==> src/verilog/rtcc_pkg.sv <==
// Package of constants and types for the real-time clock time counters.
package rtcc_pkg;

  // ----------------------------------------------------------------------
  // Clock rates and timing counts
  // ----------------------------------------------------------------------
  localparam int unsigned MCLK_HZ = 250000000;
  localparam int unsigned TICK_HZ = 256;
  // Cycles of mclk in one 1/256 s period, rounded down.
  localparam int unsigned TICK_CYCLES = MCLK_HZ / TICK_HZ;
  localparam int PRE_W = 20;
  localparam int PADDR_W = 17;
  localparam int IDX_W = 15;

  // ----------------------------------------------------------------------
  // Register indexes (byte address is four times the index)
  // ----------------------------------------------------------------------
  localparam logic [IDX_W-1:0] IDX_MAIN_CTRL = 15'h5142;
  localparam logic [IDX_W-1:0] IDX_HOLD_CTRL = 15'h5143;
  localparam logic [IDX_W-1:0] IDX_SECONDS = 15'h5144;
  localparam logic [IDX_W-1:0] IDX_MINUTES = 15'h5145;
  localparam logic [IDX_W-1:0] IDX_HOURS = 15'h5146;
  localparam logic [IDX_W-1:0] IDX_DAYS = 15'h5147;

  // ----------------------------------------------------------------------
  // Field positions
  // ----------------------------------------------------------------------
  localparam int CTL_RST_BIT = 0;
  localparam int CTL_STP_BIT = 1;
  localparam int CTL_ADJ_BIT = 2;
  localparam int CTL_24H_BIT = 4;
  localparam int HLD_HOLD_BIT = 0;
  localparam int HLD_BUSY_BIT = 1;
  localparam int HR_PM_BIT = 6;

  // ----------------------------------------------------------------------
  // Reset values
  // ----------------------------------------------------------------------
  localparam logic RST_RUN_STOP = 1'h1;
  localparam logic [1:0] RST_HOURS_TENS = 2'h1;
  localparam logic [3:0] RST_HOURS_UNITS = 4'h2;
  localparam logic [3:0] RST_DAYS_UNITS = 4'h1;

  // ----------------------------------------------------------------------
  // Types
  // ----------------------------------------------------------------------
  typedef enum logic [2:0] {
    RTCC_ADJ_IDLE = 3'h1,
    RTCC_ADJ_WAIT = 3'h2,
    RTCC_ADJ_RUN = 3'h4
  } rtcc_adj_e;

  typedef struct packed {
    logic psel;
    logic penable;
    logic pwrite;
    logic [PADDR_W-1:0] paddr;
    logic [31:0] pwdata;
  } rtcc_apb_req_s;

  typedef struct packed {
    logic pready;
    logic pslverr;
    logic [31:0] prdata;
  } rtcc_apb_rsp_s;

  typedef struct packed {
    logic [PRE_W-1:0] pre_cnt;
    logic [7:0] sub;
    logic [PRE_W-1:0] busy_cnt;
    rtcc_adj_e adj;
    logic counter_run_stop;
    logic hour_format_select;
    logic counter_hold;
    logic hold_pend;
    logic [3:0] seconds_units;
    logic [2:0] seconds_tens;
    logic [3:0] minutes_units;
    logic [2:0] minutes_tens;
    logic [3:0] hours_units;
    logic [1:0] hours_tens;
    logic meridian_indicator;
    logic [3:0] days_units;
    logic [1:0] days_tens;
    logic month_carry;
    rtcc_apb_rsp_s rsp;
  } rtcc_state_s;

endpackage : rtcc_pkg

==> src/verilog/rtcc_bcd_digit.sv <==
// One BCD counter digit with wrap and carry out.
`timescale 1ns/1ps
module rtcc_bcd_digit #(
  parameter int W = 4
)
(
  // Present digit and step request.
  input wire logic [W-1:0] value,
  input wire logic inc,
  // Last value before the wrap, and the value the wrap loads.
  input wire logic [W-1:0] top,
  input wire logic [W-1:0] wrap,
  // Stepped digit and carry to the next digit.
  output logic [W-1:0] next_value,
  output logic carry
);

  // Steps the digit; an out-of-range value also wraps.
  always_comb
  begin
    next_value = value;
    carry = 1'b0;
    if (inc)
    begin
      if (value >= top)
      begin
        next_value = wrap;
        carry = 1'b1;
      end
      else
      begin
        next_value = value + W'(1);
      end
    end
  end

endmodule : rtcc_bcd_digit

==> src/verilog/rtcc_time_counters.sv <==
// Real-time clock control and BCD time-of-day counters with an APB slave.
// Summary of operation
// - Hour format bit picks 24 or 12 hour range; stored hours stay.
// - Writing 1 starts thirty-second adjust; bit reads 1 until done.
// - Adjust clears seconds; adds a minute when seconds were 30 to 59.
// - Run/stop 1 freezes divider and counters; 256 Hz base keeps going.
// - Soft reset clears sub-second divider, adjust and hold; self clears.
// - Busy flag reads 1 for 1/256 s after every carry event.
// - Hold blocks seconds carry; one second added on release if missed.
// - Hold ignores writes of 1 while busy reads 1.
// - Seconds units count 0 to 9 on the 1 s tick, carry on wrap.
// - Seconds tens count 0 to 5, carry into minutes units.
// - Minutes units 0 to 9, minutes tens 0 to 5, carry into hours.
// - Hours wrap at 12 or 24 by format and carry into days.
// - Meridian reads PM in 12 hour mode; 0 in 24 hour mode.
// - Meridian keeps old value after format change until hour update.
// - Days count BCD, return to 01 at month end, carry to month.
//
// The implementer's own choice: the APB interface to the registers.
`timescale 1ns/1ps
module rtcc_time_counters #(
  parameter int unsigned TICK_CYCLES = rtcc_pkg::TICK_CYCLES
)
(
  // Clock and reset.
  input wire logic mclk,
  input wire logic rst,
  // APB register port.
  input wire rtcc_pkg::rtcc_apb_req_s apb_req,
  output rtcc_pkg::rtcc_apb_rsp_s apb_rsp,
  // Month side: last day of the current month, carry out to the month.
  input wire logic [5:0] month_last_day,
  output logic month_carry
);

  // ----------------------------------------------------------------------
  // State and decode
  // ----------------------------------------------------------------------
  localparam logic [rtcc_pkg::PRE_W-1:0] TICK_LAST =
    rtcc_pkg::PRE_W'(TICK_CYCLES - 1);

  rtcc_pkg::rtcc_state_s st;
  rtcc_pkg::rtcc_state_s next_st;
  logic [rtcc_pkg::IDX_W-1:0] idx;
  logic aligned;
  logic wr;
  logic wr_main;
  logic wr_hold;
  logic wr_sec;
  logic wr_min;
  logic wr_hour;
  logic wr_day;
  logic tick;
  logic sec_tick;
  logic busy;
  logic hold_release;
  logic adj_apply;
  logic adj_add_min;
  logic sec_inc;
  logic [3:0] su_next;
  logic [2:0] st_next;
  logic [3:0] mu_next;
  logic [2:0] mt_next;
  logic su_carry;
  logic st_carry;
  logic mu_carry;
  logic hr_inc;

  // Bus decode; a write takes effect in the access cycle with pready.
  assign idx = apb_req.paddr[rtcc_pkg::PADDR_W-1:2];
  assign aligned = apb_req.paddr[1:0] == 2'h0;
  assign wr = apb_req.psel & apb_req.penable & st.rsp.pready &
    apb_req.pwrite & aligned;
  assign wr_main = wr & (idx == rtcc_pkg::IDX_MAIN_CTRL);
  assign wr_hold = wr & (idx == rtcc_pkg::IDX_HOLD_CTRL);
  assign wr_sec = wr & (idx == rtcc_pkg::IDX_SECONDS);
  assign wr_min = wr & (idx == rtcc_pkg::IDX_MINUTES);
  assign wr_hour = wr & (idx == rtcc_pkg::IDX_HOURS);
  assign wr_day = wr & (idx == rtcc_pkg::IDX_DAYS);

  // Timing events: the 256 Hz base never stops, the 1 s tick does.
  assign tick = st.pre_cnt == TICK_LAST;
  assign sec_tick = tick & ~st.counter_run_stop & (st.sub == 8'hff);
  assign busy = st.busy_cnt != '0;
  assign hold_release = wr_hold & ~apb_req.pwdata[rtcc_pkg::HLD_HOLD_BIT] &
    (st.hold_pend | (sec_tick & st.counter_hold));
  assign adj_apply = (st.adj == rtcc_pkg::RTCC_ADJ_WAIT) & ~busy;
  assign adj_add_min = adj_apply & (st.seconds_tens >= 3'h3);
  assign sec_inc = (sec_tick & ~st.counter_hold) | hold_release;

  // ----------------------------------------------------------------------
  // Seconds and minutes digit chain
  // ----------------------------------------------------------------------
  // Seconds units step on the 1 s tick.
  rtcc_bcd_digit #(.W(4)) u_sec_units (
    .value(st.seconds_units),
    .inc(sec_inc),
    .top(4'h9),
    .wrap(4'h0),
    .next_value(su_next),
    .carry(su_carry)
  );

  // Seconds tens step on units carry.
  rtcc_bcd_digit #(.W(3)) u_sec_tens (
    .value(st.seconds_tens),
    .inc(su_carry),
    .top(3'h5),
    .wrap(3'h0),
    .next_value(st_next),
    .carry(st_carry)
  );

  // Minutes units step on seconds carry or the rounding adjust.
  rtcc_bcd_digit #(.W(4)) u_min_units (
    .value(st.minutes_units),
    .inc(st_carry | adj_add_min),
    .top(4'h9),
    .wrap(4'h0),
    .next_value(mu_next),
    .carry(mu_carry)
  );

  // Minutes tens carry into the hours.
  rtcc_bcd_digit #(.W(3)) u_min_tens (
    .value(st.minutes_tens),
    .inc(mu_carry),
    .top(3'h5),
    .wrap(3'h0),
    .next_value(mt_next),
    .carry(hr_inc)
  );

  // ----------------------------------------------------------------------
  // Next-state logic
  // ----------------------------------------------------------------------
  // Computes every field of the next state from the present one.
  always_comb
  begin
    logic [5:0] hr;
    logic [5:0] dy;
    logic day_inc;
    logic [7:0] rd;
    hr = {st.hours_tens, st.hours_units};
    dy = {st.days_tens, st.days_units};
    day_inc = 1'b0;
    rd = 8'h00;
    next_st = st;
    next_st.month_carry = 1'b0;

    // Free-running 256 Hz base and the stoppable sub-second divider.
    next_st.pre_cnt = tick ? '0 : st.pre_cnt + rtcc_pkg::PRE_W'(1);
    if (tick & ~st.counter_run_stop)
    begin
      next_st.sub = st.sub + 8'h01;
    end

    // Busy count-down; a new carry event reloads it and wins.
    if (busy)
    begin
      next_st.busy_cnt = st.busy_cnt - rtcc_pkg::PRE_W'(1);
    end
    if (sec_inc | adj_apply)
    begin
      next_st.busy_cnt = rtcc_pkg::PRE_W'(TICK_CYCLES);
    end

    // Hold: blocked second carries are remembered once.
    if (sec_tick & st.counter_hold)
    begin
      next_st.hold_pend = 1'b1;
    end
    if (hold_release)
    begin
      next_st.hold_pend = 1'b0;
    end

    // Seconds and minutes digits.
    next_st.seconds_units = su_next;
    next_st.seconds_tens = st_next;
    next_st.minutes_units = mu_next;
    next_st.minutes_tens = mt_next;
    if (adj_apply)
    begin
      next_st.seconds_units = 4'h0;
      next_st.seconds_tens = 3'h0;
    end

    // Hours step and wrap per format.
    if (hr_inc)
    begin
      if (st.hour_format_select)
      begin
        next_st.meridian_indicator = 1'b0;
        if (hr >= 6'h23)
        begin
          hr = 6'h00;
          day_inc = 1'b1;
        end
        else if (st.hours_units >= 4'h9)
        begin
          hr = {st.hours_tens + 2'h1, 4'h0};
        end
        else
        begin
          hr = hr + 6'h01;
        end
      end
      else
      begin
        if (hr >= 6'h12)
        begin
          hr = 6'h01;
        end
        else if (hr == 6'h11)
        begin
          hr = 6'h12;
          next_st.meridian_indicator = ~st.meridian_indicator;
          day_inc = st.meridian_indicator;
        end
        else if (st.hours_units >= 4'h9)
        begin
          hr = {st.hours_tens + 2'h1, 4'h0};
        end
        else
        begin
          hr = hr + 6'h01;
        end
      end
      next_st.hours_tens = hr[5:4];
      next_st.hours_units = hr[3:0];
    end

    // Days return to 01 at month end and carry to the month.
    if (day_inc)
    begin
      if (dy >= month_last_day)
      begin
        dy = {2'h0, rtcc_pkg::RST_DAYS_UNITS};
        next_st.month_carry = 1'b1;
      end
      else if (st.days_units >= 4'h9)
      begin
        dy = {st.days_tens + 2'h1, 4'h0};
      end
      else
      begin
        dy = dy + 6'h01;
      end
      next_st.days_tens = dy[5:4];
      next_st.days_units = dy[3:0];
    end

    // Thirty-second adjust sequence; bit reads 1 until it ends.
    case (st.adj)
      rtcc_pkg::RTCC_ADJ_IDLE:
      begin
        if (wr_main & apb_req.pwdata[rtcc_pkg::CTL_ADJ_BIT])
        begin
          next_st.adj = rtcc_pkg::RTCC_ADJ_WAIT;
        end
      end
      rtcc_pkg::RTCC_ADJ_WAIT:
      begin
        if (adj_apply)
        begin
          next_st.adj = rtcc_pkg::RTCC_ADJ_RUN;
        end
      end
      rtcc_pkg::RTCC_ADJ_RUN:
      begin
        if (st.busy_cnt == rtcc_pkg::PRE_W'(1))
        begin
          next_st.adj = rtcc_pkg::RTCC_ADJ_IDLE;
        end
      end
      default:
      begin
        next_st.adj = rtcc_pkg::RTCC_ADJ_IDLE;
      end
    endcase

    // Main control writes; format change leaves hours alone.
    if (wr_main)
    begin
      next_st.hour_format_select = apb_req.pwdata[rtcc_pkg::CTL_24H_BIT];
      next_st.counter_run_stop = apb_req.pwdata[rtcc_pkg::CTL_STP_BIT];
      if (apb_req.pwdata[rtcc_pkg::CTL_RST_BIT])
      begin
        next_st.sub = 8'h00;
        next_st.adj = rtcc_pkg::RTCC_ADJ_IDLE;
        next_st.counter_hold = 1'b0;
        next_st.hold_pend = 1'b0;
        if (st.hour_format_select)
        begin
          next_st.meridian_indicator = 1'b0;
        end
      end
    end

    // Hold writes; setting is refused while busy.
    if (wr_hold)
    begin
      next_st.counter_hold = apb_req.pwdata[rtcc_pkg::HLD_HOLD_BIT] & ~busy;
    end

    // Counter writes load the digits directly.
    if (wr_sec)
    begin
      next_st.seconds_tens = apb_req.pwdata[6:4];
      next_st.seconds_units = apb_req.pwdata[3:0];
    end
    if (wr_min)
    begin
      next_st.minutes_tens = apb_req.pwdata[6:4];
      next_st.minutes_units = apb_req.pwdata[3:0];
    end
    if (wr_hour)
    begin
      next_st.hours_tens = apb_req.pwdata[5:4];
      next_st.hours_units = apb_req.pwdata[3:0];
      next_st.meridian_indicator = apb_req.pwdata[rtcc_pkg::HR_PM_BIT] &
        ~st.hour_format_select;
    end
    if (wr_day)
    begin
      next_st.days_tens = apb_req.pwdata[5:4];
      next_st.days_units = apb_req.pwdata[3:0];
    end

    // Read data captured in the setup cycle; reserved bits are 0.
    case (idx)
      rtcc_pkg::IDX_MAIN_CTRL: rd = {3'h0, st.hour_format_select, 1'b0,
        st.adj != rtcc_pkg::RTCC_ADJ_IDLE, st.counter_run_stop, 1'b0};
      rtcc_pkg::IDX_HOLD_CTRL: rd = {6'h00, busy, st.counter_hold};
      rtcc_pkg::IDX_SECONDS: rd = {1'b0, st.seconds_tens, st.seconds_units};
      rtcc_pkg::IDX_MINUTES: rd = {1'b0, st.minutes_tens, st.minutes_units};
      rtcc_pkg::IDX_HOURS: rd = {1'b0, st.meridian_indicator,
        st.hours_tens, st.hours_units};
      rtcc_pkg::IDX_DAYS: rd = {2'h0, st.days_tens, st.days_units};
      default: rd = 8'h00;
    endcase
    next_st.rsp.pready = apb_req.psel & ~apb_req.penable;
    if (apb_req.psel & ~apb_req.penable)
    begin
      next_st.rsp.prdata = aligned ? {24'h000000, rd} : 32'h00000000;
      next_st.rsp.pslverr = ~aligned | (idx < rtcc_pkg::IDX_MAIN_CTRL) |
        (idx > rtcc_pkg::IDX_DAYS);
    end
  end

  // ----------------------------------------------------------------------
  // State register
  // ----------------------------------------------------------------------
  // Registers the whole state; reset loads the documented values.
  always_ff @(posedge mclk or posedge rst)
  begin
    if (rst)
    begin
      st <= '0;
      st.adj <= rtcc_pkg::RTCC_ADJ_IDLE;
      st.counter_run_stop <= rtcc_pkg::RST_RUN_STOP;
      st.hours_tens <= rtcc_pkg::RST_HOURS_TENS;
      st.hours_units <= rtcc_pkg::RST_HOURS_UNITS;
      st.days_units <= rtcc_pkg::RST_DAYS_UNITS;
    end
    else
    begin
      st <= next_st;
    end
  end

  // Outputs come straight from the state register.
  assign apb_rsp = st.rsp;
  assign month_carry = st.month_carry;
endmodule : rtcc_time_counters

==> config.mk <==
export PLATFORM = sky130hd
export DESIGN_NAME = rtcc_time_counters
export DESIGN_NICKNAME = d
export VERILOG_FILES = /design/src/verilog/rtcc_pkg.sv /design/src/verilog/rtcc_bcd_digit.sv /design/src/verilog/rtcc_time_counters.sv
export SDC_FILE = /design/constraint.sdc
export NUM_CORES = 1
export LEC_CHECK = 0
export BUFFER_PORTS_ARGS = -buffer_cell sky130_fd_sc_hd__buf_2
export CORE_MARGIN = 2
export CORE_UTILIZATION = 50
export DETAILED_ROUTE_END_ITERATION = 6
export PLACE_DENSITY = 0.74
export RECOVER_POWER = 100
export SYNTH_ARGS = -nofsm -noshare
export SYNTH_HDL_FRONTEND = slang
export SYNTH_HIERARCHICAL = 1
export SYNTH_SLANG_ARGS = --single-unit
==> constraint.sdc <==
create_clock -name mclk -period 4.42 [get_ports mclk]
set_input_delay 0.221 -clock mclk [delete_from_list [all_inputs] [get_ports mclk]]
set_output_delay 0.221 -clock mclk [all_outputs]
set_load 0.01 [all_outputs]
=== After elaboration in Yosys (flattened, before gate mapping) ===
Index checks and enable logic that the tools add are counted.

* Logic and storage cells: 166
* Input bits: 60
* Register bits: 117
* Output and inout port bits: 35

* Order comparisons: 12
* Multiplexer cells: 60
* Add/subtract/negate cells: 11
* Bitwise gates (word level): 36
* Equal/unequal tests: 14
* Reductions and logical operators: 12

{| class="wikitable"
|+ Operators with widths
! kind !! number
|-
| == test 15 bit, second input constant || 6
|-
| 2-to-1 mux 20 bit || 3
|-
| 2-to-1 mux 7 bit || 7
|-
| 2-to-1 mux 6 bit || 8
|-
| one-hot mux 7 bit (6 select lines) || 1
|-
| 2-to-1 mux 8 bit || 4
|-
| 2-to-1 mux 3 bit || 8
|-
| 2-to-1 mux 1 bit || 23
|-
| bitwise AND 1 bit || 22
|-
| adder 20 x 1 -> 20 bit, second input constant || 1
|-
| == test 20 x 1 -> 1 bit, second input constant || 1
|-
| == test 20 bit, second input constant || 1
|-
| nonzero test 20 bit || 1
|-
| subtractor 20 x 1 -> 20 bit, second input constant || 1
|-
| greater-or-equal comparator 4 bit, second input constant || 4
|-
| 2-to-1 mux 4 bit || 4
|-
| greater-than comparator 15 bit, second input constant || 1
|-
| < comparator 15 bit, second input constant || 1
|-
| nonzero test 2 bit || 7
|-
| adder 6 x 1 -> 6 bit, second input constant || 2
|-
| one-hot mux 3 bit (3 select lines) || 1
|-
| adder 4 x 1 -> 4 bit, second input constant || 2
|-
| adder 8 x 1 -> 8 bit, second input constant || 1
|-
| == test 8 bit, second input constant || 1
|-
| 18 further kinds || 34
|}

=== Logic depth before layout (Yosys ltp) ===
Gate-level depths: netlist of the first run.

* Depth in word-level cells: 18
* Depth in mapped cells: 22
* Gate-level depth less buffers: 17

=== Cells and area by module ===
The synthesis of the first run kept the hierarchy.

{| class="wikitable"
|+ Modules (own cells, without submodules)
! module !! instances !! cells each !! area each (sq um)
|-
| rtcc_time_counters || 1 || 660 || 5952.0
|-
| rtcc_bcd_digit at u_min_units ... || 2 || 37 || 256.5
|-
| rtcc_bcd_digit at u_min_tens ... || 2 || 25 || 181.4
|}

=== Worst setup path before layout of the first run ===
OpenSTA, ideal clock, no wires.

* Path kind: reg2reg
* Start: register st[98] (netlist name)
* End: register st[40] (netlist name)
* Setup slack: 0.241 ns
* Path buffers: 6
* Library setup time: 0.126 ns
* Period minus slack after synthesis: 4.179 ns
* Arrival: 4.053 ns
* Stages on the path, launching flop included: 23
* Cells stage by stage: dfrtp_1 -> inv_1 -> ha_1 -> nor4b_1 -> nand2_1 -> and4b_1 -> a32oi_1 -> a21oi_1 -> clkbuf_1 -> and2_1 -> buf_2 -> and2_2 -> o21bai_1 -> clkbuf_1 -> and2_1 -> buf_2 -> and2_2 -> clkbuf_1 -> a32oi_1 -> clkbuf_1 -> o211ai_1 -> o31ai_1 -> a221o_1

* Word-level cells in the longest chain between the ends: 14
* Elaborated cells between the ends (all ways): 15

{| class="wikitable"
|+ RTL lines
! element !! RTL line !! text
|-
| start, declared || rtcc_time_counters.sv:42 || <nowiki>rtcc_pkg::rtcc_state_s st;</nowiki>
|-
| start signal, assigned || rtcc_time_counters.sv:369 || <nowiki>st <= next_st;</nowiki>
|-
| == test 20 bit (*) || rtcc_time_counters.sv:82 || <nowiki>assign tick = st.pre_cnt == TICK_LAST;</nowiki>
|-
| bitwise AND 1 bit (*) (2 in a row) || rtcc_time_counters.sv:83 || <nowiki>assign sec_tick = tick & ~st.counter_run_stop & (st.sub == 8'hff);</nowiki>
|-
| bitwise AND 1 bit || rtcc_time_counters.sv:86 || <nowiki>(st.hold_pend | (sec_tick & st.counter_hold));</nowiki>
|-
| OR 1 bit || rtcc_time_counters.sv:86 ||
|-
| bitwise AND 1 bit || rtcc_time_counters.sv:85 || <nowiki>assign hold_release = wr_hold & ~apb_req.pwdata[rtcc_pkg::HLD_HOLD_BIT] &</nowiki>
|-
| OR 1 bit (*) || rtcc_time_counters.sv:89 || <nowiki>assign sec_inc = (sec_tick & ~st.counter_hold) | hold_release;</nowiki>
|-
| net sec_inc || rtcc_time_counters.sv:59 || <nowiki>logic sec_inc;</nowiki>
|-
| 2-to-1 mux 1 bit (*) || rtcc_bcd_digit.sv:23 || <nowiki>if (inc)</nowiki>
|-
| net su_carry || rtcc_time_counters.sv:64 || <nowiki>logic su_carry;</nowiki>
|-
| [1 not listed] || n/a ||
|-
| net st_carry || rtcc_time_counters.sv:65 || <nowiki>logic st_carry;</nowiki>
|-
| OR 1 bit (*) || rtcc_time_counters.sv:117 || <nowiki>.inc(st_carry | adj_add_min),</nowiki>
|-
| 2-to-1 mux 1 bit (*) || rtcc_bcd_digit.sv:23 ||
|-
| net mu_carry || rtcc_time_counters.sv:66 || <nowiki>logic mu_carry;</nowiki>
|-
| 2-to-1 mux 1 bit (*) || rtcc_bcd_digit.sv:23 ||
|-
| net hr_inc || rtcc_time_counters.sv:67 || <nowiki>logic hr_inc;</nowiki>
|-
| 2-to-1 mux 1 bit (*) || rtcc_time_counters.sv:190 || <nowiki>if (hr_inc)</nowiki>
|-
| nonzero test 2 bit (no source line) (*) || n/a ||
|}

Mark *: on every way through the listed nets, which the timed path passes. The rest lies on a longest branch.
A chain may end at the register's enable or synchronous reset.

=== Worst setup path after layout of the first run ===
* Start: register st[108] (netlist name)
* End: register st[35] (netlist name)

Same word-level chain as after synthesis.

==> results.md, run 1 <==
- Die ar.: 14600 µm²
- Syn. warnings: 6
- Wire per inst: 15.5 µm
- DR pass1 iterations: 5
- Final #Nets: 937
- Largest family of logic cells by synthesized area: simple AND/OR/NAND/NOR gates
- Pin count of the biggest net entering global routing: 55
- Failing checks: capacitance limit, slew limit
- Clock group share of total power: 45.2%
- Final ANT Viol Nets: 0
- First-pass GRT wire length: 27100 µm
- LEAKAGE: 3.19 nW
- Antenna violations before repair: 0
- Share of layout cells above drive strength 1: 11.1%
- TritonCTS sink count: 92
- Reg2reg start: st[108]
- Worst rel slew slack: -59.4%
- Maximum fanout along the worst path: 14
- H-tree Lvls: 3
- FMAX: 254 MHz
- Max-slew violation count: 55
- Actual slew at the worst max-slew pin: 2.38 ns
- Initial Util: 51.4%
- Hold endpoint: st[56]
- Final Wtd Congestion: 0.910
- Gr ovfl total: 0
- Die H: 121 µm
- Slowest cell on the critical path: dfrtp_1
- Post-Synth XOR/XNOR Area: 4.36%
- FF-to-FF End: st[35]
- Num CTS Buffers: 9
- Synth cell types: 81
- Port bufs: 44
- Type of the worst min-delay path: in -> reg
- CP Launch Point: st[108]
- CTS root buffer: clkbuf_16
- RSZ-0062 raised after global routing: false
- Fin Setup TNS: 0 ns
- Row Count: 42
- Detail Placement HPWL: 11800 µm
- Outcome: complete, but fails checks
- Critical path, cell by cell: or2_2 -> nor3_1 -> and4b_1 -> a32oi_1 -> a21oi_1 -> and2_0 -> and2_2 -> o21bai_1 -> and2_0 -> and2_2 -> nor4bb_1 -> a32oi_2 -> or3_1 -> a211oi_1 -> a211o_1
- Period minus WS final: 3.93 ns
- Post-Synth Simple-Gate Area: 29.2%
- Seq/Total Area, Yosys: 33.8%
- Power Total: 1.77 mW
- Post-CTS Setup Inserts: 0
- FF-to-FF setup slack: 0.49 ns
- Fraction of synthesized area in multiplexers: 2.66%
- Final setup violation count: 0
- Highest-count cells in the layout ignoring fill and taps: 87 x dfrtp_1, 83 x nand2_1, 53 x conb_1
- Vias per inst: 5.76
- Crit path buf inv count: 0
- Most used DFF post-synth: dfrtp_1
- Setup ws final: 0.486 ns
- Compound-Gate Fraction of Synth Area: 14.3%
- Skew-Pair Late Insertion Delay: 0.36 ns
- EDFF count, synth: 0
- Clock buffer depth: 2
- Combinational Power Share: 7.1%
- WHS Path Cells: 3
- TritonCTS clock tree: built
- Hold wc startpoint: apb_req[5]
- Cells after synthesis: 784
- Crit. End Element: register
- Worst-path clk slew: 0.07 ns
- Fin crit share: 89.0%
- Maxcap violations: 1
- P_int: 1.34 mW
- Hold Vio Cnt, Final: 0
- CP arrival: 4.23 ns
- Worst VDD drop: 169 µV
- Slowest stage delay, CP: 0.43 ns
- Critical Path RT: 4.72 ns
- Vias in the first global route: 5436
- Flops & latches, synth: 92
- Total Routing Usage GR: 23.2%
- Core Util, Final: 55.8%
- PwrDens: 239 nW/µm²
- Setup WS pre-CTS: 0.451 ns
- Diodes inserted: 0
- Post-route clock skew: 0.00929 ns
- DRC Markers: 0
- Asr flop ratio synth: 100%
- Switch share: 24.5%
- Synthesized area: 6830 µm²
- 1st-iter DRT viols: 375
- Core footprint: 13300 µm²
- Net Sw Power: 0.435 mW
- R2R cell count: 15
- P&R area growth vs syn: 8.70%
- CP Launch Type: register
- Die Wd: 121 µm
- DRT Wirelength: 15700 µm
- Synth Area per Inst: 8.71 µm²
- Most common cell after layout, fill and taps aside: dfrtp_1
- IO Count: 95
- Top delay family on crit path: simple AND/OR/NAND/NOR gates
- Crit Path Class: reg -> reg
- Routed via count: 5857
- Seq pwr share: 47.8%
- Synth Area in Adders: 7.51%
[power groups by stage]
| stage | logic (mW) | registers, mW | clock network, mW |
|---|---|---|---|
| 2_1_floorplan | 0.101 | 0.862 | 0 |
| 3_3_place_gp | 0.124 | 0.863 | 0 |
| 3_5_place_dp | 0.126 | 0.863 | 0 |
| 4_1_cts | 0.127 | 0.847 | 0.817 |
| 5_1_grt | 0.145 | 0.848 | 0.847 |
| 6_report | 0.126 | 0.848 | 0.802 |
[timing repair]
| action | CTS | global route |
|---|---|---|
| endpoints found under the hold margin | 13 | 0 |
| resized for setup | 0 | 2 |
| endpoints found under the setup margin | 0 | 5 |
| hold buffers | 1 | 0 |
[how the worst max path moves through the flow]
stage | cells after the start | slack [ns] | to
after floorplan | 22 | 0.24 | st[40]
after global placement | 17 | 0.45 | st[35]
after detailed placement | 17 | 0.45 | st[35]
after CTS | 17 | 0.34 | st[35]
after global routing | 15 | 0.04 | st[35]
final | 15 | 0.49 | st[35]
[kinds of logic (layout without fill, tap and decap cells)]
family | after synthesis | in the layout
other | 2 | 53
and+or+nand+nor | 356 | 356
AOI/OAI and AO/OA | 137 | 137
adders and majority gates | 41 | 41
xor gates and xnor gates | 34 | 34
DFF | 92 | 92
muxes | 17 | 17
buffers and inverters | 105 | 111
[sequential cells by signal (all words and copies together) (netlist names)]
register and count:
apb_rsp 9, month_carry 1, st 82
[cells in the mapped netlist, drive strengths merged (4+ instances only)]
library cell / count / area (µm²)
a21oi: 21 / 113
or3b: 6 / 52.6
o2111ai: 4 / 35.0
or2: 6 / 37.5
a311o: 6 / 62.6
inv: 40 / 150
a211o: 4 / 35.0
nor4: 20 / 159
or3: 13 / 81.3
o211ai: 9 / 67.6
nor3: 15 / 75.1
a21boi: 4 / 30.0
dfrtp: 87 / 2180
and4: 7 / 61.3
xor2: 17 / 149
ha: 41 / 513
dfstp: 5 / 131
clkbuf: 23 / 87.6
nand4b: 9 / 78.8
or4: 11 / 82.6
mux2i: 8 / 80.1
nand3: 50 / 250
nor2b: 8 / 65.1
and2: 20 / 128
and3: 7 / 43.8
o31ai: 5 / 37.5
nor2: 52 / 198
mux2: 9 / 101
nand3b: 9 / 67.6
nand4: 15 / 93.8
a211oi: 10 / 75.1
o21ai: 30 / 158
nand2: 83 / 312
nand2b: 8 / 50.1
xnor2: 17 / 149
buf: 42 / 308
a31oi: 8 / 50.1
[cell type report]
type / instances / area, µm²
tap: 176 / 220
fill: 1249 / 5870
clock buffer: 11 / 243
inverter: 40 / 151
timing repair buffer: 55 / 267
sequential: 92 / 2310
multi-input combinational: 638 / 4170
clock inverter: 5 / 60.1
[worst reg2reg max path, delay by kind of cell, from the launching register on]
kind / cells / cell delay [ns]
and+or+nand+nor: 9 / 2.34
AOI/OAI and AO/OA: 6 / 1.10
DFF: 1 / 0.43
[through the flow]
stage | hold slack [ns] | instances | instance area [µm²]
after floorplan | 0.334 | 835 | 7020
after global placement | 0.373 | 1000 | 7140
after detailed placement | 0.373 | 1000 | 7140
after CTS | 0.133 | 1017 | 7450
after global routing | 0.166 | 1017 | 7420
final | 0.144 | 1017 | 7420
[metal layers]
metal  vias to the layer above  track usage (%)  wire [µm]
met5                         -                0          0
met4                         0             8.28        354
met3                        27             4.14        815
met2                       183             34.6       6850
met1                      2764             33.8       7720
li1                       2883                -          -
No activity file was read; power rests on OpenSTA's default activity.
==> run 2, diff against run 1 <==
--- a/config.mk
+++ b/config.mk
@@ -5,11 +5,12 @@
 export SDC_FILE = /design/constraint.sdc
 export NUM_CORES = 1
 export LEC_CHECK = 0
+export ABC_AREA = 1
 export BUFFER_PORTS_ARGS = -buffer_cell sky130_fd_sc_hd__buf_2
 export CORE_MARGIN = 2
 export CORE_UTILIZATION = 50
 export DETAILED_ROUTE_END_ITERATION = 6
-export PLACE_DENSITY = 0.74
+export PLACE_DENSITY = 0.73
 export RECOVER_POWER = 100
 export SYNTH_ARGS = -nofsm -noshare
 export SYNTH_HDL_FRONTEND = slang
==> run 2 against run 1 <==
The run still ends with capacitance limit, slew limit left. Cell count up 30%. Utilization down 0.83 points. Design area up 6.9%. Sequential share of layout area down 2.0 points. Worst setup slack better by 0.38 ns. Global-route usage up 0.46 points. Combinational power up 25%. Highest routed layer unchanged.
==> results.md, run 2 <==
- RSZ-0062 raised after global routing: false
- Multi-input gate area: 4180 µm² (+0.27%)
- Fin cells: 1326 (+30%)
- Flops & latches, synth: 92 (unchanged)
- Combinational Power Share: 8.8% (+1.7 points)
- Syn. warnings: 6 (unchanged)
- Asr flop ratio synth: 100% (unchanged)
- Wire per inst: 13.5 µm (-13%)
- Maxcap violations: 1 (unchanged)
- Hold WS: 0.120 ns (-0.0239 ns)
- IO Count: 95 (unchanged)
- Synth cell types: 45 (-44%)
- DRT Wirelength: 17900 µm (+14%)
- Clock group share of total power: 43.1% (-2.1 points)
- Power Total: 1.77 mW (about the same)
- Synth area leaders: dfrtp_1 30%, nand2_1 13%, nand3_1 9.7%
- Pin count of the biggest net entering global routing: 48 (-13%)
- Final ANT Viol Nets: 0 (unchanged)
- Diodes inserted: 0 (unchanged)
- Area leader, netlist: dfrtp_1
- Max-slew violation count: 48 (-13%)
- Worst VDD drop: 220 µV (+30%)
- Placed cell count: 1309 (+31%)
- Initial Util: 50.9% (-0.43 points)
- TritonCTS sink count: 92 (unchanged)
- Seq pwr share: 48.1% (+0.3 points)
- PwrDens: 224 nW/µm² (-6.4%)
- Core footprint: 14400 µm² (+8.5%)
- DR pass1 iterations: 5 (unchanged)
- Cells after synthesis: 1072 (+37%)
- EDFF count, synth: 0 (unchanged)
- Post-Synth Simple-Gate Area: 38.0% (+8.8 points)
- CTS root buffer: clkbuf_16
- Post-CTS Setup Inserts: 0 (unchanged)
- Synth Area in Adders: 6.98% (-0.53 points)
- Most common cell after layout, fill and taps aside: nand2_1
- Skew-Pair Late Insertion Delay: 0.36 ns (about the same)
- Clock buffer depth: 2 (unchanged)
- Max layer used: met4
- P&R area growth vs syn: 7.99%
- P_int: 1.33 mW (-0.73%)
- Total Routing Usage GR: 23.7% (+0.46 points)
- Compound-Gate Fraction of Synth Area: 6.05% (-8.3 points)
- Critical Path RT: 4.71 ns (about the same)
- Final setup violation count: 0 (unchanged)
- Crit. End Element: register
- Switch share: 25.0% (+0.55 points)
- Die H: 125 µm (+3.6%)
- 1st-iter DRT viols: 589 (+57%)
- Critical path, cell by cell: inv_1 -> ha_1 -> inv_1 -> nor2_1 -> nand2_1 -> nor2_4 -> nand4_1 -> nand2_1 -> nand2_1 -> nand2_1 -> nand2_1 -> inv_1 -> nand2_2 -> inv_1 -> o21bai_1 -> nand2_1 -> inv_1 -> nand2_2 -> inv_1 -> nand2_1 -> nor2_1 -> nand2_1 -> nand3_1
- TritonCTS clock tree: built
- Fin Setup TNS: 0 ns (unchanged)
- Slowest cell on the critical path: dfrtp_1
- Gr ovfl total: 0 (unchanged)
- Most used DFF post-synth: dfrtp_1
- Antenna violations before repair: 0 (unchanged)
- Met3 routed WL: 1100 µm (+35%)
- Crit Path Class: reg -> reg
- Top cells by count, synth: 247 x nand2_1, 170 x inv_1, 142 x nand3_1
- Most used cell, CP: nand2_1
- Final #Nets: 1238 (+32%)
- First-pass GRT wire length: 30400 µm (+12%)
- Final Wtd Congestion: 0.949 (+4.2%)
- Fin crit share: 80.3% (-8.7 points)
- Net Sw Power: 0.444 mW (+2.3%)
- Area share of the largest cell type after synthesis: 29.6% (-2.2 points)
- Period minus WS final: 3.55 ns (-0.383 ns)
- Die ar.: 15700 µm² (+7.3%)
- Port bufs: 44 (unchanged)
- Fillcell total: 1442 (+15%)
- CP arrival: 3.84 ns (-0.39 ns)
- Vias per inst: 5.15 (-11%)
- Share of layout cells above drive strength 1: 9.46% (-1.6 points)
- CTS Hold Bufs: 1 (unchanged)
- FMAX: 282 MHz (+11%)
- Hold Vio Cnt, Final: 0 (unchanged)
- Highest-count cells in the layout ignoring fill and taps: 248 x nand2_1, 169 x inv_1, 145 x nand3_1
- Die Wd: 125 µm (+3.6%)
- Register Area: 2310 µm² (unchanged)
- Row Count: 44 (+4.8%)
- Fraction of synthesized area in multiplexers: 0% (-2.7 points)
- Synth Area per Inst: 6.85 µm² (-21%)
- Design area: 7930 µm² (+6.9%)
- Count leader, synth: nand2_1
- Failing checks: capacitance limit, slew limit
- CP Launch Type: register
- Maximum fanout along the worst path: 10 (-4)
- H-tree Lvls: 3 (unchanged)
- Largest register by flop count: st
- Largest family of logic cells by synthesized area: simple AND/OR/NAND/NOR gates
- Type of the worst min-delay path: in -> reg
- Worst-path clk slew: 0.07 ns (about the same)
- LEAKAGE: 4.19 nW (+31%)
- Post-Synth XOR/XNOR Area: 3.70% (-0.67 points)
- Detail Placement HPWL: 13700 µm (+16%)
- Placed cell area: 7690 µm² (+7.7%)
- Worst rel slew slack: -42.7% (+17 points)
- Met1 wire length: 8420 µm (+9.0%)
- Outcome: complete, but fails checks
- Slowest stage delay, CP: 0.39 ns (-0.04 ns)
- Num CTS Buffers: 9 (unchanged)
- Seq/Total Area, Yosys: 31.4% (-2.4 points)
- Synthesized area: 7350 µm² (+7.6%)
- Vias in the first global route: 6417 (+18%)
- Resized cells post-CTS: 0 (unchanged)
- Routed met2 length: 7950 µm (+16%)
- Largest register FFs: 82 (unchanged)
- Routed via count: 6827 (+17%)
- Actual slew at the worst max-slew pin: 2.13 ns (-0.249 ns)
- DRC Markers: 0 (unchanged)
- Post-route clock skew: 0.00776 ns (-0.00153 ns)
## run 2: stage by stage
step | worst slack, ns | utilization, %
final | 0.869 | 55.0
after global routing | 0.426 | 55.0
after CTS | 0.821 | 55.4
after detailed placement | 0.871 | 53.3
after global placement | 0.911 | 53.3
after floorplan | 1.61 | -
## run 2: final timing paths
path | from | endpoint | slack, ns | depth (start not counted)
min | apb_req[3] | st[40] | 0.12 | 3
max | st[98] | st[40] | 0.87 | 23
max reg2reg | st[98] | st[40] | 0.87 | 23
min in group asynchronous | rst | apb_rsp[33] | 0.98 | 3
min reg2reg | apb_rsp[1] | apb_rsp[1] | 0.49 | 2
max in group asynchronous | rst | st[81] | 1.52 | 4
## run 2: power by group through the flow
stage	clock, mW	combinational, mW	sequential, mW
final	0.765	0.157	0.853
after CTS	0.784	0.158	0.853
after floorplan	0	0.127	0.866
after global placement	0	0.154	0.868
after global routing	0.818	0.182	0.853
after detailed placement	0	0.156	0.869
## run 2: kinds of logic after synthesis
logic type	Yosys count
adder cells (fa/ha/maj)	41
buffers and inverters	228
XOR/XNOR	31
AO/OA/AOI/OAI	71
flip-flops	92
other	2
AND/OR/NAND/NOR	607
## run 2: layout make-up
class,count,area share [%]
Multi-Input combinational cell,803,52.7
Inverter,183,8.71
Sequential cell,92,29.1
Tap cell,184,2.90
Timing Repair Buffer,48,2.95
Clock inverter,5,0.662
Clock buffer,11,2.93
## run 2: routing by layer
layer  GRT usage, %  vias to the layer above
met3           4.58                       34
met4           7.25                        0
met1           33.0                     3090
met5              0                        -
li1               -                     3475
met2           37.5                      228
## run 2: critical path: cells and delay by family (launching register included)
kind,cells,cell delay (ns)
fa+ha+maj,1,0.14
flops,1,0.39
compound gates,1,0.21
buf+inv,6,0.69
simple gates,15,2.05
==> run 3, diff against run 2 <==
==> constraint.sdc (replaced) <==
create_clock -name mclk -period 3 [get_ports mclk]
set_input_delay 0.15 -clock mclk [delete_from_list [all_inputs] [get_ports mclk]]
set_output_delay 0.15 -clock mclk [all_outputs]
set_load 0.01 [all_outputs]
==> run 3 against run 2 <==
Cell count up 0.83%. Sequential share of layout area decreased by 0.37 points. Sequential power is 48% higher. The run still ends with capacitance limit, slew limit left. Utilization grew 0.71 points. Clock skew about the same. Critical path type unchanged. Highest routed layer unchanged. Die area stayed put.
==> results.md, run 3 (synthesized netlist as in run 2, its figures left out) <==
- Outcome: complete, but fails checks
- Failing checks: capacitance limit, slew limit
- Die Wd: 125 µm (unchanged)
- Max-slew violation count: 57 (+19%)
- RSZ-0062 raised after global routing: false
- Fin cells: 1337 (+0.83%)
- DR pass1 iterations: 5 (unchanged)
- PwrDens: 330 nW/µm² (+47%)
- Post-route clock skew: 0.00786 ns (+0.0000991 ns)
- CP Launch Type: register
- DRT Wirelength: 17800 µm (-0.62%)
- Highest-count cells in the layout ignoring fill and taps: 247 x nand2_1, 168 x inv_1, 144 x nand3_1
- Switch share: 25.7% (+0.67 points)
- Antenna violations before repair: 0 (unchanged)
- Clock buffer depth: 2 (unchanged)
- Net Sw Power: 0.681 mW (+53%)
- Worst VDD drop: 297 µV (+35%)
- Most common cell after layout, fill and taps aside: nand2_1
- Power Total: 2.65 mW (+49%)
- WHS Path Cells: 3 (unchanged)
- R2R cell count: 24 (+4.3%)
- Vias in the first global route: 6192 (-3.5%)
- CP arrival: 2.94 ns (-0.90 ns)
- Seq pwr share: 47.4% (-0.7 points)
- TritonCTS sink count: 92 (unchanged)
- Num CTS Buffers: 9 (unchanged)
- Die H: 125 µm (unchanged)
- CTS root buffer: clkbuf_16
- Setup WS pre-CTS: 0.177 ns (-0.693 ns)
- Fin Setup TNS: 0 ns (unchanged)
- IO Count: 95 (unchanged)
- Share of layout cells above drive strength 1: 10.7% (+1.2 points)
- Slowest cell on the critical path: dfrtp_1
- Worst-path clk slew: 0.07 ns (about the same)
- Total Routing Usage GR: 23.2% (-0.51 points)
- LEAKAGE: 4.24 nW (+1.2%)
- Setup ws final: 0.311 ns (-0.558 ns)
- Pin count of the biggest net entering global routing: 57 (+19%)
- H-tree Lvls: 3 (unchanged)
- Reg2reg start: st[98]
- First-pass GRT wire length: 29700 µm (-2.3%)
- Vias per inst: 5.11 (-0.74%)
- Die ar.: 15700 µm² (unchanged)
- DRC Markers: 0 (unchanged)
- Final Wtd Congestion: 0.960 (+1.2%)
- Final ANT Viol Nets: 0 (unchanged)
- FMAX: 372 MHz (+32%)
- Worst rel slew slack: -38.9% (+3.8 points)
- Maximum fanout along the worst path: 5 (-5)
- Placed cell count: 1320 (+0.84%)
- Maxcap violations: 1 (unchanged)
- Row Count: 44 (unchanged)
- Final setup violation count: 0 (unchanged)
- Skew-Pair Late Insertion Delay: 0.36 ns (about the same)
- Register Area: 2310 µm² (unchanged)
- Combinational Power Share: 8.8% (about the same)
- Period minus WS final: 2.69 ns (-0.862 ns)
- Worst Setup EP: st[47]
- P&R area growth vs syn: 9.39%
- Post-CTS Setup Inserts: 0 (unchanged)
- Final #Nets: 1249 (+0.89%)
- Critical Path RT: 3.25 ns (-1.46 ns)
- Largest register FFs: 82 (unchanged)
- Initial Util: 50.9% (unchanged)
- Wire per inst: 13.3 µm (-1.4%)
- Slowest stage delay, CP: 0.40 ns (about the same)
- Type of the worst min-delay path: in -> reg
- FF-to-FF End: st[47]
- P_int: 1.97 mW (+48%)
- Port bufs: 44 (unchanged)
- CP Launch Point: st[98]
- Largest register by flop count: st
- Routed via count: 6833 (+0.088%)
- Critical path, cell by cell: inv_1 -> ha_1 -> inv_1 -> nor2_1 -> nand2_1 -> nor2_4 -> nand4_1 -> nand2_2 -> nand2_1 -> nand2_2 -> nand2_1 -> inv_1 -> nand2_1 -> inv_1 -> o21bai_1 -> nand2_1 -> inv_2 -> nand2_2 -> inv_4 -> inv_1 -> nand2_1 -> o22ai_1 -> inv_1 -> nand2_1
- Clock group share of total power: 43.8% (+0.7 points)
- Gr ovfl total: 0 (unchanged)
- Diodes inserted: 0 (unchanged)
- Most used cell, CP: nand2_1
- Actual slew at the worst max-slew pin: 2.08 ns (-0.0482 ns)
- Multi-input gate area: 4200 µm² (+0.48%)
- FF-to-FF setup slack: 0.31 ns (-0.56 ns)
- Detail Placement HPWL: 13700 µm (about the same)
- Crit. End Element: register
- Fillcell total: 1427 (-1.0%)
- Hold Vio Cnt, Final: 0 (unchanged)
- Core footprint: 14400 µm² (unchanged)
- TritonCTS clock tree: built
- Hold WS: 0.0380 ns (-0.0824 ns)
- 1st-iter DRT viols: 480 (-19%)
- Crit Path Class: reg -> reg
- Fin crit share: 89.6% (+9.3 points)
## run 3: cell types whose count changed in the layout (fill, tap and decap cells not counted), moves of 2 or more
cell | previous run | this run
buf_4 | 1 | 7
clkbuf_1 | 13 | 15
clkinv_4 | 0 | 2
nor3_2 | 0 | 2
nor3_1 | 23 | 21
clkinvlp_2 | 2 | 0
o21ai_0 | 29 | 27
o21ai_1 | 0 | 2
## run 3: final cells by class
type	count	share of cell area, %
inverters	183	8.61
flip-flops and latches	92	28.7
clock buffers	9	2.80
repair buffers	59	3.72
clock inverters	7	0.950
multi-input cells	803	52.3
well taps	184	2.87
## run 3: stage by stage
stage	util (%)	cell area [µm²]
6_report	55.7	8040
3_5_place_dp	53.9	7780
4_1_cts	56.1	8090
5_1_grt	55.7	8040
3_3_place_gp	53.9	7780
2_1_floorplan	-	7540
## run 3: per-layer routing
layer	GRT usage, %	vias to the layer above	part of all wire, %
met1	33.4	3127	48
met4	5.42	0	1.3
met5	0	-	0
met3	4.71	19	6.0
li1	-	3495	-
met2	36.0	192	45
## run 3: how the worst min path moves through the flow
stage / start / slack, ns / endpoint
after floorplan: apb_req[1] / 0.27 / st[65]
after global placement: rst / 0.31 / apb_rsp[32]
after detailed placement: rst / 0.31 / apb_rsp[32]
after CTS: apb_req[3] / 0.03 / st[40]
after global routing: apb_req[5] / 0.07 / st[36]
final: apb_req[3] / 0.04 / st[40]
## run 3: power groups by stage
stage	Combinational (mW)	Clock (mW)	Sequential (mW)
floorplan	0.187	0	1.28
global placement	0.229	0	1.28
detailed placement	0.234	0	1.28
CTS	0.235	1.19	1.26
global route	0.267	1.23	1.26
finish	0.233	1.16	1.26
## run 3: repair_timing
action                     4_1_cts  5_1_grt
setup endpoints to repair        0       15
hold endpoints to repair        53        0
resized for setup                0       11
hold buffers                     1        0
## run 3: worst max-delay path, delay by kind of cell, from the launching register on
| family | cells | cell delay [ns] |
|---|---|---|
| buffers and inverters | 8 | 0.59 |
| DFF | 1 | 0.40 |
| adders and majority gates | 1 | 0.13 |
| AOI/OAI and AO/OA | 2 | 0.26 |
| and+or+nand+nor | 13 | 1.22 |
